==> config.mk <==
export PLATFORM = sky130hd
export DESIGN_NAME = esfr_framer
export DESIGN_NICKNAME = d
export VERILOG_FILES = /design/src/logic/esfr_pkg.sv /design/src/logic/esfr_me_pack.sv /design/src/logic/esfr_framer.sv
export SDC_FILE = /design/constraint.sdc
export NUM_CORES = 1
export LEC_CHECK = 0
export CAP_MARGIN = 20
export CORE_ASPECT_RATIO = 2
export CORE_MARGIN = 2
export CORE_UTILIZATION = 55
export DETAILED_ROUTE_END_ITERATION = 7
export DONT_BUFFER_PORTS = 1
export GPL_ROUTABILITY_DRIVEN = 0
export PLACE_DENSITY_LB_ADDON = 0.3
export REMOVE_ABC_BUFFERS = 1
export SETUP_SLACK_MARGIN = 0.3
export SLEW_MARGIN = 5
export SYNTH_ARGS = -nofsm -noshare
export SYNTH_HDL_FRONTEND = slang
export SYNTH_HIERARCHICAL = 1
export SYNTH_SLANG_ARGS = --single-unit
==> constraint.sdc <==
create_clock -name sys_clk_in -period 7.15 [get_ports sys_clk_in]
set_clock_uncertainty 0.2 [all_clocks]
set_input_delay 0.3575 -clock sys_clk_in [delete_from_list [all_inputs] [get_ports sys_clk_in]]
set_output_delay 0.3575 -clock sys_clk_in [all_outputs]
set_load 0.005 [all_outputs]
==> src/logic/esfr_pkg.sv <==
package esfr_pkg;
    localparam int AXI_AW = 8;
    // register byte offsets
    localparam logic [7:0] OFF_CTRL   = 8'h00;
    localparam logic [7:0] OFF_STAT   = 8'h04;
    localparam logic [7:0] OFF_AIR    = 8'h08;
    localparam logic [7:0] OFF_LAT    = 8'h0c;
    localparam logic [7:0] OFF_LON    = 8'h10;
    localparam logic [7:0] OFF_SURF   = 8'h14;
    localparam logic [7:0] OFF_IDENT  = 8'h18;
    localparam logic [7:0] OFF_CHR_HI = 8'h1c;
    localparam logic [7:0] OFF_CHR_LO = 8'h20;
    localparam logic [7:0] OFF_ME_HI  = 8'h24;
    localparam logic [7:0] OFF_ME_LO  = 8'h28;
    localparam logic [7:0] OFF_SRCV   = 8'h2c;
    localparam logic [31:0] REG_RST   = 32'h0000_0000;
    localparam logic [1:0] RESP_OKAY   = 2'h0;
    localparam logic [1:0] RESP_SLVERR = 2'h2;
    // field widths
    localparam int W_MT = 2;
    localparam int W_TC = 5;
    localparam int W_CA = 3;
    localparam int W_SURV = 2;
    localparam int W_ALT = 12;
    localparam int W_CPR = 17;
    localparam int W_MOV = 7;
    localparam int W_HDG = 7;
    localparam int W_CAT = 3;
    localparam int W_CHR = 24;
    localparam int W_ME = 56;
    localparam int W_CNT = 8;
    // register field positions
    localparam int CTRL_MT_LSB = 0;
    localparam int CTRL_TC_LSB = 4;
    localparam int CTRL_CA_LSB = 12;
    localparam int CTRL_START  = 31;
    localparam int STAT_BUSY = 0;
    localparam int STAT_DONE = 1;
    localparam int STAT_ERR  = 2;
    localparam int STAT_CNT_LSB = 8;
    localparam int AIR_SURV_LSB = 0;
    localparam int AIR_NIC = 2;
    localparam int AIR_ALT_LSB = 4;
    localparam int LAT_T = 24;
    localparam int LAT_F = 25;
    localparam int SURF_HV = 8;
    localparam int SURF_HDG_LSB = 16;
    localparam int SV_ALT = 0;
    localparam int SV_POS = 1;
    localparam int SV_SURF = 2;
    localparam int SV_IDENT = 3;
    localparam int SV_CA = 4;
    localparam int ME_HI_W = 24;
    // payload positions, vector index = 56 - last ME bit
    localparam int ME_TC_LSB = 51;
    localparam int ME_SURV_LSB = 49;
    localparam int ME_NIC = 48;
    localparam int ME_ALT_LSB = 36;
    localparam int ME_T = 35;
    localparam int ME_F = 34;
    localparam int ME_LAT_LSB = 17;
    localparam int ME_LON_LSB = 0;
    localparam int ME_MOV_LSB = 44;
    localparam int ME_HV = 43;
    localparam int ME_HDG_LSB = 36;
    localparam int ME_CAT_LSB = 48;
    localparam int ME_CHR_LSB = 0;
    // message kinds
    localparam logic [1:0] MT_AIR   = 2'h0;
    localparam logic [1:0] MT_SURF  = 2'h1;
    localparam logic [1:0] MT_IDENT = 2'h2;
    typedef enum logic [1:0] {
        ST_IDLE  = 2'h0,
        ST_BUILD = 2'h1,
        ST_SEND  = 2'h3
    } esfr_state_t;
endpackage

==> src/logic/esfr_me_pack.sv <==
`timescale 1ns/1ps
module esfr_me_pack
    import esfr_pkg::*;
(
    input  wire logic [W_MT-1:0] mt_in,
    input  wire logic [31:0]     ctrl_in,
    input  wire logic [31:0]     air_in,
    input  wire logic [31:0]     lat_in,
    input  wire logic [31:0]     lon_in,
    input  wire logic [31:0]     surf_in,
    input  wire logic [31:0]     ident_in,
    input  wire logic [31:0]     chr_hi_in,
    input  wire logic [31:0]     chr_lo_in,
    input  wire logic [31:0]     srcv_in,
    output logic      [W_ME-1:0] me_out,
    output logic                 ok_out
);
    logic [W_TC-1:0] tc;
    logic [2*W_CPR+1:0] pos;
    logic [W_HDG-1:0] hdg;
    always_comb begin
        tc  = ctrl_in[CTRL_TC_LSB +: W_TC];
        pos = {lat_in[LAT_T], lat_in[LAT_F], lat_in[0 +: W_CPR], lon_in[0 +: W_CPR]};
        // heading only populated when its valid flag holds
        hdg = surf_in[SURF_HV] ? surf_in[SURF_HDG_LSB +: W_HDG] : '0;
        me_out = '0;
        ok_out = 1'b0;
        unique case (mt_in)
            MT_AIR: begin
                me_out = {tc, air_in[AIR_SURV_LSB +: W_SURV], air_in[AIR_NIC],
                          air_in[AIR_ALT_LSB +: W_ALT], pos};
                ok_out = srcv_in[SV_ALT] & srcv_in[SV_POS] & srcv_in[SV_CA];
            end
            MT_SURF: begin
                me_out = {tc, surf_in[0 +: W_MOV], surf_in[SURF_HV], hdg, pos};
                ok_out = srcv_in[SV_SURF] & srcv_in[SV_POS] & srcv_in[SV_CA];
            end
            MT_IDENT: begin
                me_out = {tc, ident_in[0 +: W_CAT], chr_hi_in[0 +: W_CHR],
                          chr_lo_in[0 +: W_CHR]};
                ok_out = srcv_in[SV_IDENT] & srcv_in[SV_CA];
            end
            default: begin
                me_out = '0;
                ok_out = 1'b0;
            end
        endcase
    end
endmodule

==> src/logic/esfr_framer.sv <==
`timescale 1ns/1ps
module esfr_framer
    import esfr_pkg::*;
(
    input  wire logic              sys_clk_in,
    input  wire logic              nrst_in,
    input  wire logic [AXI_AW-1:0] s_axi_awaddr_in,
    input  wire logic              s_axi_awvalid_in,
    output logic                   s_axi_awready_out,
    input  wire logic [31:0]       s_axi_wdata_in,
    input  wire logic [3:0]        s_axi_wstrb_in,
    input  wire logic              s_axi_wvalid_in,
    output logic                   s_axi_wready_out,
    output logic [1:0]             s_axi_bresp_out,
    output logic                   s_axi_bvalid_out,
    input  wire logic              s_axi_bready_in,
    input  wire logic [AXI_AW-1:0] s_axi_araddr_in,
    input  wire logic              s_axi_arvalid_in,
    output logic                   s_axi_arready_out,
    output logic [31:0]            s_axi_rdata_out,
    output logic [1:0]             s_axi_rresp_out,
    output logic                   s_axi_rvalid_out,
    input  wire logic              s_axi_rready_in,
    output logic                   frame_valid_out,
    input  wire logic              frame_ready_in,
    output logic [W_CA-1:0]        frame_ca_out,
    output logic [W_ME-1:0]        frame_me_out
);

    ////////////////////////////////////////////////////////////////////////////////
    typedef struct packed {
        logic              aw_held;
        logic [AXI_AW-1:0] awaddr;
        logic              w_held;
        logic [31:0]       wdata;
        logic [3:0]        wstrb;
        logic              awready;
        logic              wready;
        logic              bvalid;
        logic [1:0]        bresp;
        logic              arready;
        logic              rvalid;
        logic [31:0]       rdata;
        logic [1:0]        rresp;
        logic [31:0]       ctrl;
        logic [31:0]       air;
        logic [31:0]       lat;
        logic [31:0]       lon;
        logic [31:0]       surf;
        logic [31:0]       ident;
        logic [31:0]       chr_hi;
        logic [31:0]       chr_lo;
        logic [31:0]       srcv;
        logic              go;
        esfr_state_t       st;
        logic              fvalid;
        logic              fv_d;
        logic [W_CA-1:0]   fca;
        logic [W_ME-1:0]   fme;
        logic              done;
        logic              err;
        logic [W_CNT-1:0]  cnt;
    } esfr_regs_t;

    esfr_regs_t s_reg;
    esfr_regs_t s_next;
    logic [W_ME-1:0] pack_me;
    logic            pack_ok;

    ////////////////////////////////////////////////////////////////////////////////
    // byte-lane merge
    function automatic logic [31:0] esfr_merge(input logic [31:0] old_v,
                                               input logic [31:0] new_v,
                                               input logic [3:0]  strb);
        logic [31:0] r;
        r = old_v;
        for (int i = 0; i < 4; i++) begin
            if (strb[i]) begin
                r[i*8 +: 8] = new_v[i*8 +: 8];
            end
        end
        return r;
    endfunction

    // word-aligned address
    function automatic logic [7:0] esfr_word(input logic [AXI_AW-1:0] a);
        return {a[7:2], 2'h0};
    endfunction

    ////////////////////////////////////////////////////////////////////////////////
    esfr_me_pack esfr_me_pack_inst (
        .mt_in     (s_reg.ctrl[CTRL_MT_LSB +: W_MT]),
        .ctrl_in   (s_reg.ctrl),
        .air_in    (s_reg.air),
        .lat_in    (s_reg.lat),
        .lon_in    (s_reg.lon),
        .surf_in   (s_reg.surf),
        .ident_in  (s_reg.ident),
        .chr_hi_in (s_reg.chr_hi),
        .chr_lo_in (s_reg.chr_lo),
        .srcv_in   (s_reg.srcv),
        .me_out    (pack_me),
        .ok_out    (pack_ok)
    );

    ////////////////////////////////////////////////////////////////////////////////
    always_comb begin
        logic [7:0]  wa;
        logic [7:0]  ra;
        logic [31:0] rd;
        logic        rbad;
        logic        wbad;
        wa = '0;
        ra = '0;
        rd = REG_RST;
        rbad = 1'b0;
        wbad = 1'b0;
        s_next = s_reg;
        // frame valid history for the checks
        s_next.fv_d = s_reg.fvalid;
        // write response retire
        if (s_reg.bvalid && s_axi_bready_in) begin
            s_next.bvalid = 1'b0;
        end
        // address and data taken in either order
        if (s_axi_awvalid_in && s_reg.awready) begin
            s_next.aw_held = 1'b1;
            s_next.awaddr = s_axi_awaddr_in;
        end
        if (s_axi_wvalid_in && s_reg.wready) begin
            s_next.w_held = 1'b1;
            s_next.wdata = s_axi_wdata_in;
            s_next.wstrb = s_axi_wstrb_in;
        end
        if (s_next.aw_held && s_next.w_held && !s_reg.bvalid) begin
            wa = esfr_word(s_next.awaddr);
            unique case (wa)
                OFF_CTRL: begin
                    s_next.ctrl = esfr_merge(s_reg.ctrl, s_next.wdata, s_next.wstrb);
                    s_next.ctrl[CTRL_START] = 1'b0;
                    if (s_next.wstrb[3] && s_next.wdata[CTRL_START]) begin
                        s_next.go = 1'b1;
                    end
                end
                OFF_STAT: begin
                    if (s_next.wstrb[0] && s_next.wdata[STAT_DONE]) begin
                        s_next.done = 1'b0;
                    end
                    if (s_next.wstrb[0] && s_next.wdata[STAT_ERR]) begin
                        s_next.err = 1'b0;
                    end
                end
                OFF_AIR:    s_next.air = esfr_merge(s_reg.air, s_next.wdata, s_next.wstrb);
                OFF_LAT:    s_next.lat = esfr_merge(s_reg.lat, s_next.wdata, s_next.wstrb);
                OFF_LON:    s_next.lon = esfr_merge(s_reg.lon, s_next.wdata, s_next.wstrb);
                OFF_SURF:   s_next.surf = esfr_merge(s_reg.surf, s_next.wdata, s_next.wstrb);
                OFF_IDENT:  s_next.ident = esfr_merge(s_reg.ident, s_next.wdata, s_next.wstrb);
                OFF_CHR_HI: s_next.chr_hi = esfr_merge(s_reg.chr_hi, s_next.wdata, s_next.wstrb);
                OFF_CHR_LO: s_next.chr_lo = esfr_merge(s_reg.chr_lo, s_next.wdata, s_next.wstrb);
                OFF_SRCV:   s_next.srcv = esfr_merge(s_reg.srcv, s_next.wdata, s_next.wstrb);
                OFF_ME_HI, OFF_ME_LO: wbad = 1'b0;
                default:    wbad = 1'b1;
            endcase
            s_next.aw_held = 1'b0;
            s_next.w_held = 1'b0;
            s_next.bvalid = 1'b1;
            s_next.bresp = wbad ? RESP_SLVERR : RESP_OKAY;
        end
        // read channel
        if (s_reg.rvalid && s_axi_rready_in) begin
            s_next.rvalid = 1'b0;
        end
        if (s_axi_arvalid_in && s_reg.arready) begin
            ra = esfr_word(s_axi_araddr_in);
            unique case (ra)
                OFF_CTRL:   rd = s_reg.ctrl;
                OFF_STAT: begin
                    rd[STAT_BUSY] = (s_reg.st != ST_IDLE) | s_reg.go;
                    rd[STAT_DONE] = s_reg.done;
                    rd[STAT_ERR] = s_reg.err;
                    rd[STAT_CNT_LSB +: W_CNT] = s_reg.cnt;
                end
                OFF_AIR:    rd = s_reg.air;
                OFF_LAT:    rd = s_reg.lat;
                OFF_LON:    rd = s_reg.lon;
                OFF_SURF:   rd = s_reg.surf;
                OFF_IDENT:  rd = s_reg.ident;
                OFF_CHR_HI: rd = s_reg.chr_hi;
                OFF_CHR_LO: rd = s_reg.chr_lo;
                OFF_SRCV:   rd = s_reg.srcv;
                OFF_ME_HI:  rd[0 +: ME_HI_W] = s_reg.fme[W_ME-1 -: ME_HI_W];
                OFF_ME_LO:  rd = s_reg.fme[31:0];
                default:    rbad = 1'b1;
            endcase
            s_next.rvalid = 1'b1;
            s_next.rdata = rd;
            s_next.rresp = rbad ? RESP_SLVERR : RESP_OKAY;
        end
        // frame builder, done/err sets placed after the STAT clears so a set wins
        unique case (s_reg.st)
            ST_IDLE: begin
                if (s_reg.go) begin
                    s_next.go = 1'b0;
                    if (pack_ok) begin
                        s_next.st = ST_BUILD;
                    end else begin
                        s_next.err = 1'b1;
                    end
                end
            end
            ST_BUILD: begin
                s_next.fme = pack_me;
                s_next.fca = s_reg.ctrl[CTRL_CA_LSB +: W_CA];
                s_next.fvalid = 1'b1;
                s_next.st = ST_SEND;
            end
            ST_SEND: begin
                if (frame_ready_in) begin
                    s_next.fvalid = 1'b0;
                    s_next.done = 1'b1;
                    s_next.cnt = s_reg.cnt + 1'b1;
                    s_next.st = ST_IDLE;
                end
            end
            default: s_next.st = ST_IDLE;
        endcase
        s_next.awready = !s_next.aw_held && !s_next.bvalid;
        s_next.wready = !s_next.w_held && !s_next.bvalid;
        s_next.arready = !s_next.rvalid;
    end

    always_ff @(posedge sys_clk_in or negedge nrst_in) begin
        if (!nrst_in) begin
            s_reg <= '0;
        end else begin
            s_reg <= s_next;
        end
    end

    ////////////////////////////////////////////////////////////////////////////////
    assign s_axi_awready_out = s_reg.awready;
    assign s_axi_wready_out = s_reg.wready;
    assign s_axi_bvalid_out = s_reg.bvalid;
    assign s_axi_bresp_out = s_reg.bresp;
    assign s_axi_arready_out = s_reg.arready;
    assign s_axi_rvalid_out = s_reg.rvalid;
    assign s_axi_rdata_out = s_reg.rdata;
    assign s_axi_rresp_out = s_reg.rresp;
    assign frame_valid_out = s_reg.fvalid;
    assign frame_ca_out = s_reg.fca;
    assign frame_me_out = s_reg.fme;

    ////////////////////////////////////////////////////////////////////////////////
    // checks
    logic [W_MT-1:0] ast_mt;
    logic            ast_new;
    assign ast_mt = s_reg.ctrl[CTRL_MT_LSB +: W_MT];
    assign ast_new = s_reg.fvalid && !s_reg.fv_d;
endmodule

==> qor.yml <==
worst_setup_path:
  crit_path_end_kind: "register"
  crit_path_max_fanout: 18
  arrival_ns: 3.91
  required_ns: 7.38
  crit_path_start_kind: "register"
  crit_type: "reg -> reg"
floorplanning:
  die-area_um2: 39700
  die_w_um: 142
  io_pins: 161
  dieHeight_um: 280
  initial_core_util: 0.553
  core_um2: 37800
  row_count: 101
timing:
  rsz0062_at_grt: "no"
  hold_ws_ns: -0.666
  hold_viol_final: 443
  max_freq_mhz: 272
  finalCriticalPeriod_ns: 3.68
  setup_viol: 0
  worst_slew_pin_slew_ns: 2.02
  slew_violations: 213
  min_period_over_period: 0.514
  slew_headroom: -0.350
  finalSetupTns_ns: 0
cts:
  hold_buffers: 60
  cts_root_buf: "clkbuf_16"
  clk_pin_slew_ns: 0.07
  htreeDepth: 2
  postCtsResizedCells: 0
  cts_buffers: 39
  clockBufferDepth: 3
  worst_skew_pair.late_latency_ns: 0.55
  clock_sinks: 443
  postCtsSetupBuffers: 0
  cts_tree: "done"
drt:
  first_iter_violations: 1149
  routed_wl_um: 62300
  wire_per_inst_um: 28.5
  vias: 14200
  ant_nets: 0
  dr.pass1.iters: 6
  post-route-drc-count: 0
  vias_per_cell: 6.50
placed_design:
  numPlacedInstances: 2051
  dp_hpwl_um: 41200
  io_buffers: 0
logic_synthesis:
  synthAdderAreaFrac: 0.000598
  netlist_area_um2: 20900
  synth.avg_cell_area_um2: 11.9
  synthMuxAreaShare: 0.211
  syn_inst: 1761
  synth_seq_area_share: 0.530
  synth_xor_area_frac: 0.00293
  postSynth.asyncResetShare: 1.00
  synth_top_family_by_area: "multiplexers"
  synth_seq_cells: 443
  synthSimpleGateAreaFrac: 0.0820
  ys_types: 69
  yosys_warnings: 6
  synth_edf_count: 0
  synth-compound-area-share: 0.106
  synthFlopType: "dfrtp_1"
layout:
  largest_reg_flops: 342
  finalNonFillerCells: 2182
  n_antenna_cell: 0
  drive_gt1_frac: 0.245
  layout_commonest_cell: "dfrtp_1"
  fin_nets: 1750
  most-common-layout-cells: "442 x dfrtp_1, 270 x mux2_2, 219 x nand2_1, 97 x o21ai_0"
  area_delta_synth_final_pct: 7.28
global_route:
  antenna_found_initial: 1
  track_usage: 0.320
  grt_pass1_vias: 14800
  grt_max_degree: 444
  gr-total-overflow: 0
  grt_pass1_wl_um: 93100
pwr:
  p_leak_uw: 0.0103
  peakVddDrop_uv: 329
  pwr_density_cell_nw_per_um2: 347
min_path:
  hp-class: "in -> async"
status:
  outcome: "complete, but fails checks"
  violations: "negative hold slack, max-slew violations"
run:
  max_cap_violations: 0
==> metrics by stage <==
stage | total power [uW] | worst slack [ns] | utilization | cell area (um2) | hold WS [ns]
CTS | 7780 | 3.49 | 0.594 | 22400 | -0.704
global route | 8120 | 3.33 | 0.594 | 22400 | -0.689
finish | 7780 | 3.47 | 0.594 | 22400 | -0.666
detailed placement | 5480 | 3.53 | 0.542 | 20500 | -0.118
floorplan | 4790 | 3.28 | - | 19700 | -0.138
global placement | 5370 | 3.52 | 0.541 | 20500 | -0.120
==> Yosys cell counts (all sizes together), types with 3 or more instances <==
library cell,number,share of area
dfrtp,443,0.53
mux2,270,0.15
nand2,224,0.041
buf,150,0.049
o21ai,141,0.034
inv,61,0.011
mux2i,44,0.021
a22o,42,0.018
mux4,41,0.044
clkbuf,40,0.0072
a21oi,39,0.0093
nor2,39,0.0093
a22oi,38,0.014
nand3,31,0.0074
a221oi,20,0.0084
a31oi,14,0.0042
and2,11,0.0034
nand4,11,0.0033
nor2b,9,0.0027
nand2b,7,0.0021
nor3,7,0.0025
o31ai,7,0.0037
a211o,6,0.0025
a222oi,6,0.0029
a211oi,5,0.0024
and3,5,0.0015
nand4b,5,0.0021
xnor2,5,0.0021
and4,4,0.0017
o31a,3,0.0013
==> cell type report <==
cell class / instances / area, um2
clock inverter: 13 / 208
timing repair buffer: 76 / 728
tap: 463 / 579
clock buffer: 58 / 1140
sequential: 443 / 11100
inverter: 61 / 231
multi-input combinational: 1068 / 8460
fill: 3031 / 15400
==> final timing paths <==
kind	startpoint	end	slack, ns	cells after the start
max in group asynchronous	nrst_in	s_axi_wready_out	5.84	0
hold / removal	nrst_in	s_axi_rdata_out[18]	-0.67	0
min in group sys_clk_in	s_axi_araddr_in[4]	s_axi_rdata_out[24]	0.01	2
setup reg to reg	s_axi_awready_out	s_reg[137]	3.47	5
setup / recovery	s_axi_awready_out	s_reg[137]	3.47	5
hold reg to reg	s_reg[439]	s_axi_wready_out	0.27	1
==> cells by family (layout without fill, tap and decap cells) <==
logic type                 count (synthesis)  count (layout)
other                                      1               2
AOI/OAI and AO/OA                        336             336
adders and majority gates                  1               1
DFF                                      443             443
buffers and inverters                    251             208
muxes                                    355             355
and+or+nand+nor                          367             367
xor gates and xnor gates                   7               7
==> report_power, final <==
| group | total (uW) | switching [uW] | internal, uW |
|---|---|---|---|
| Combinational | 1760 | 986 | 775 |
| Sequential | 3770 | 581 | 3190 |
| Clock | 2240 | 952 | 1290 |
==> critical path: stages, from the launching register on <==
cell and delay, ns:
dfrtp_1 0.62, nand4bb_1 0.31, a211oi_4 0.76, nand3_1 0.32, nor2b_1 0.91, mux2_2 0.42
==> metal layers <==
metal | track usage | routed length (um) | share of wire | vias up
met1 | 0.364 | 21100 | 0.34 | 7244
li1 | - | - | - | 6061
met2 | 0.534 | 31100 | 0.50 | 657
met4 | 0.235 | 5470 | 0.088 | 0
met3 | 0.0600 | 4610 | 0.074 | 229
met5 | 0 | 0 | 0 | -
(Power assumes the default switching activity.)
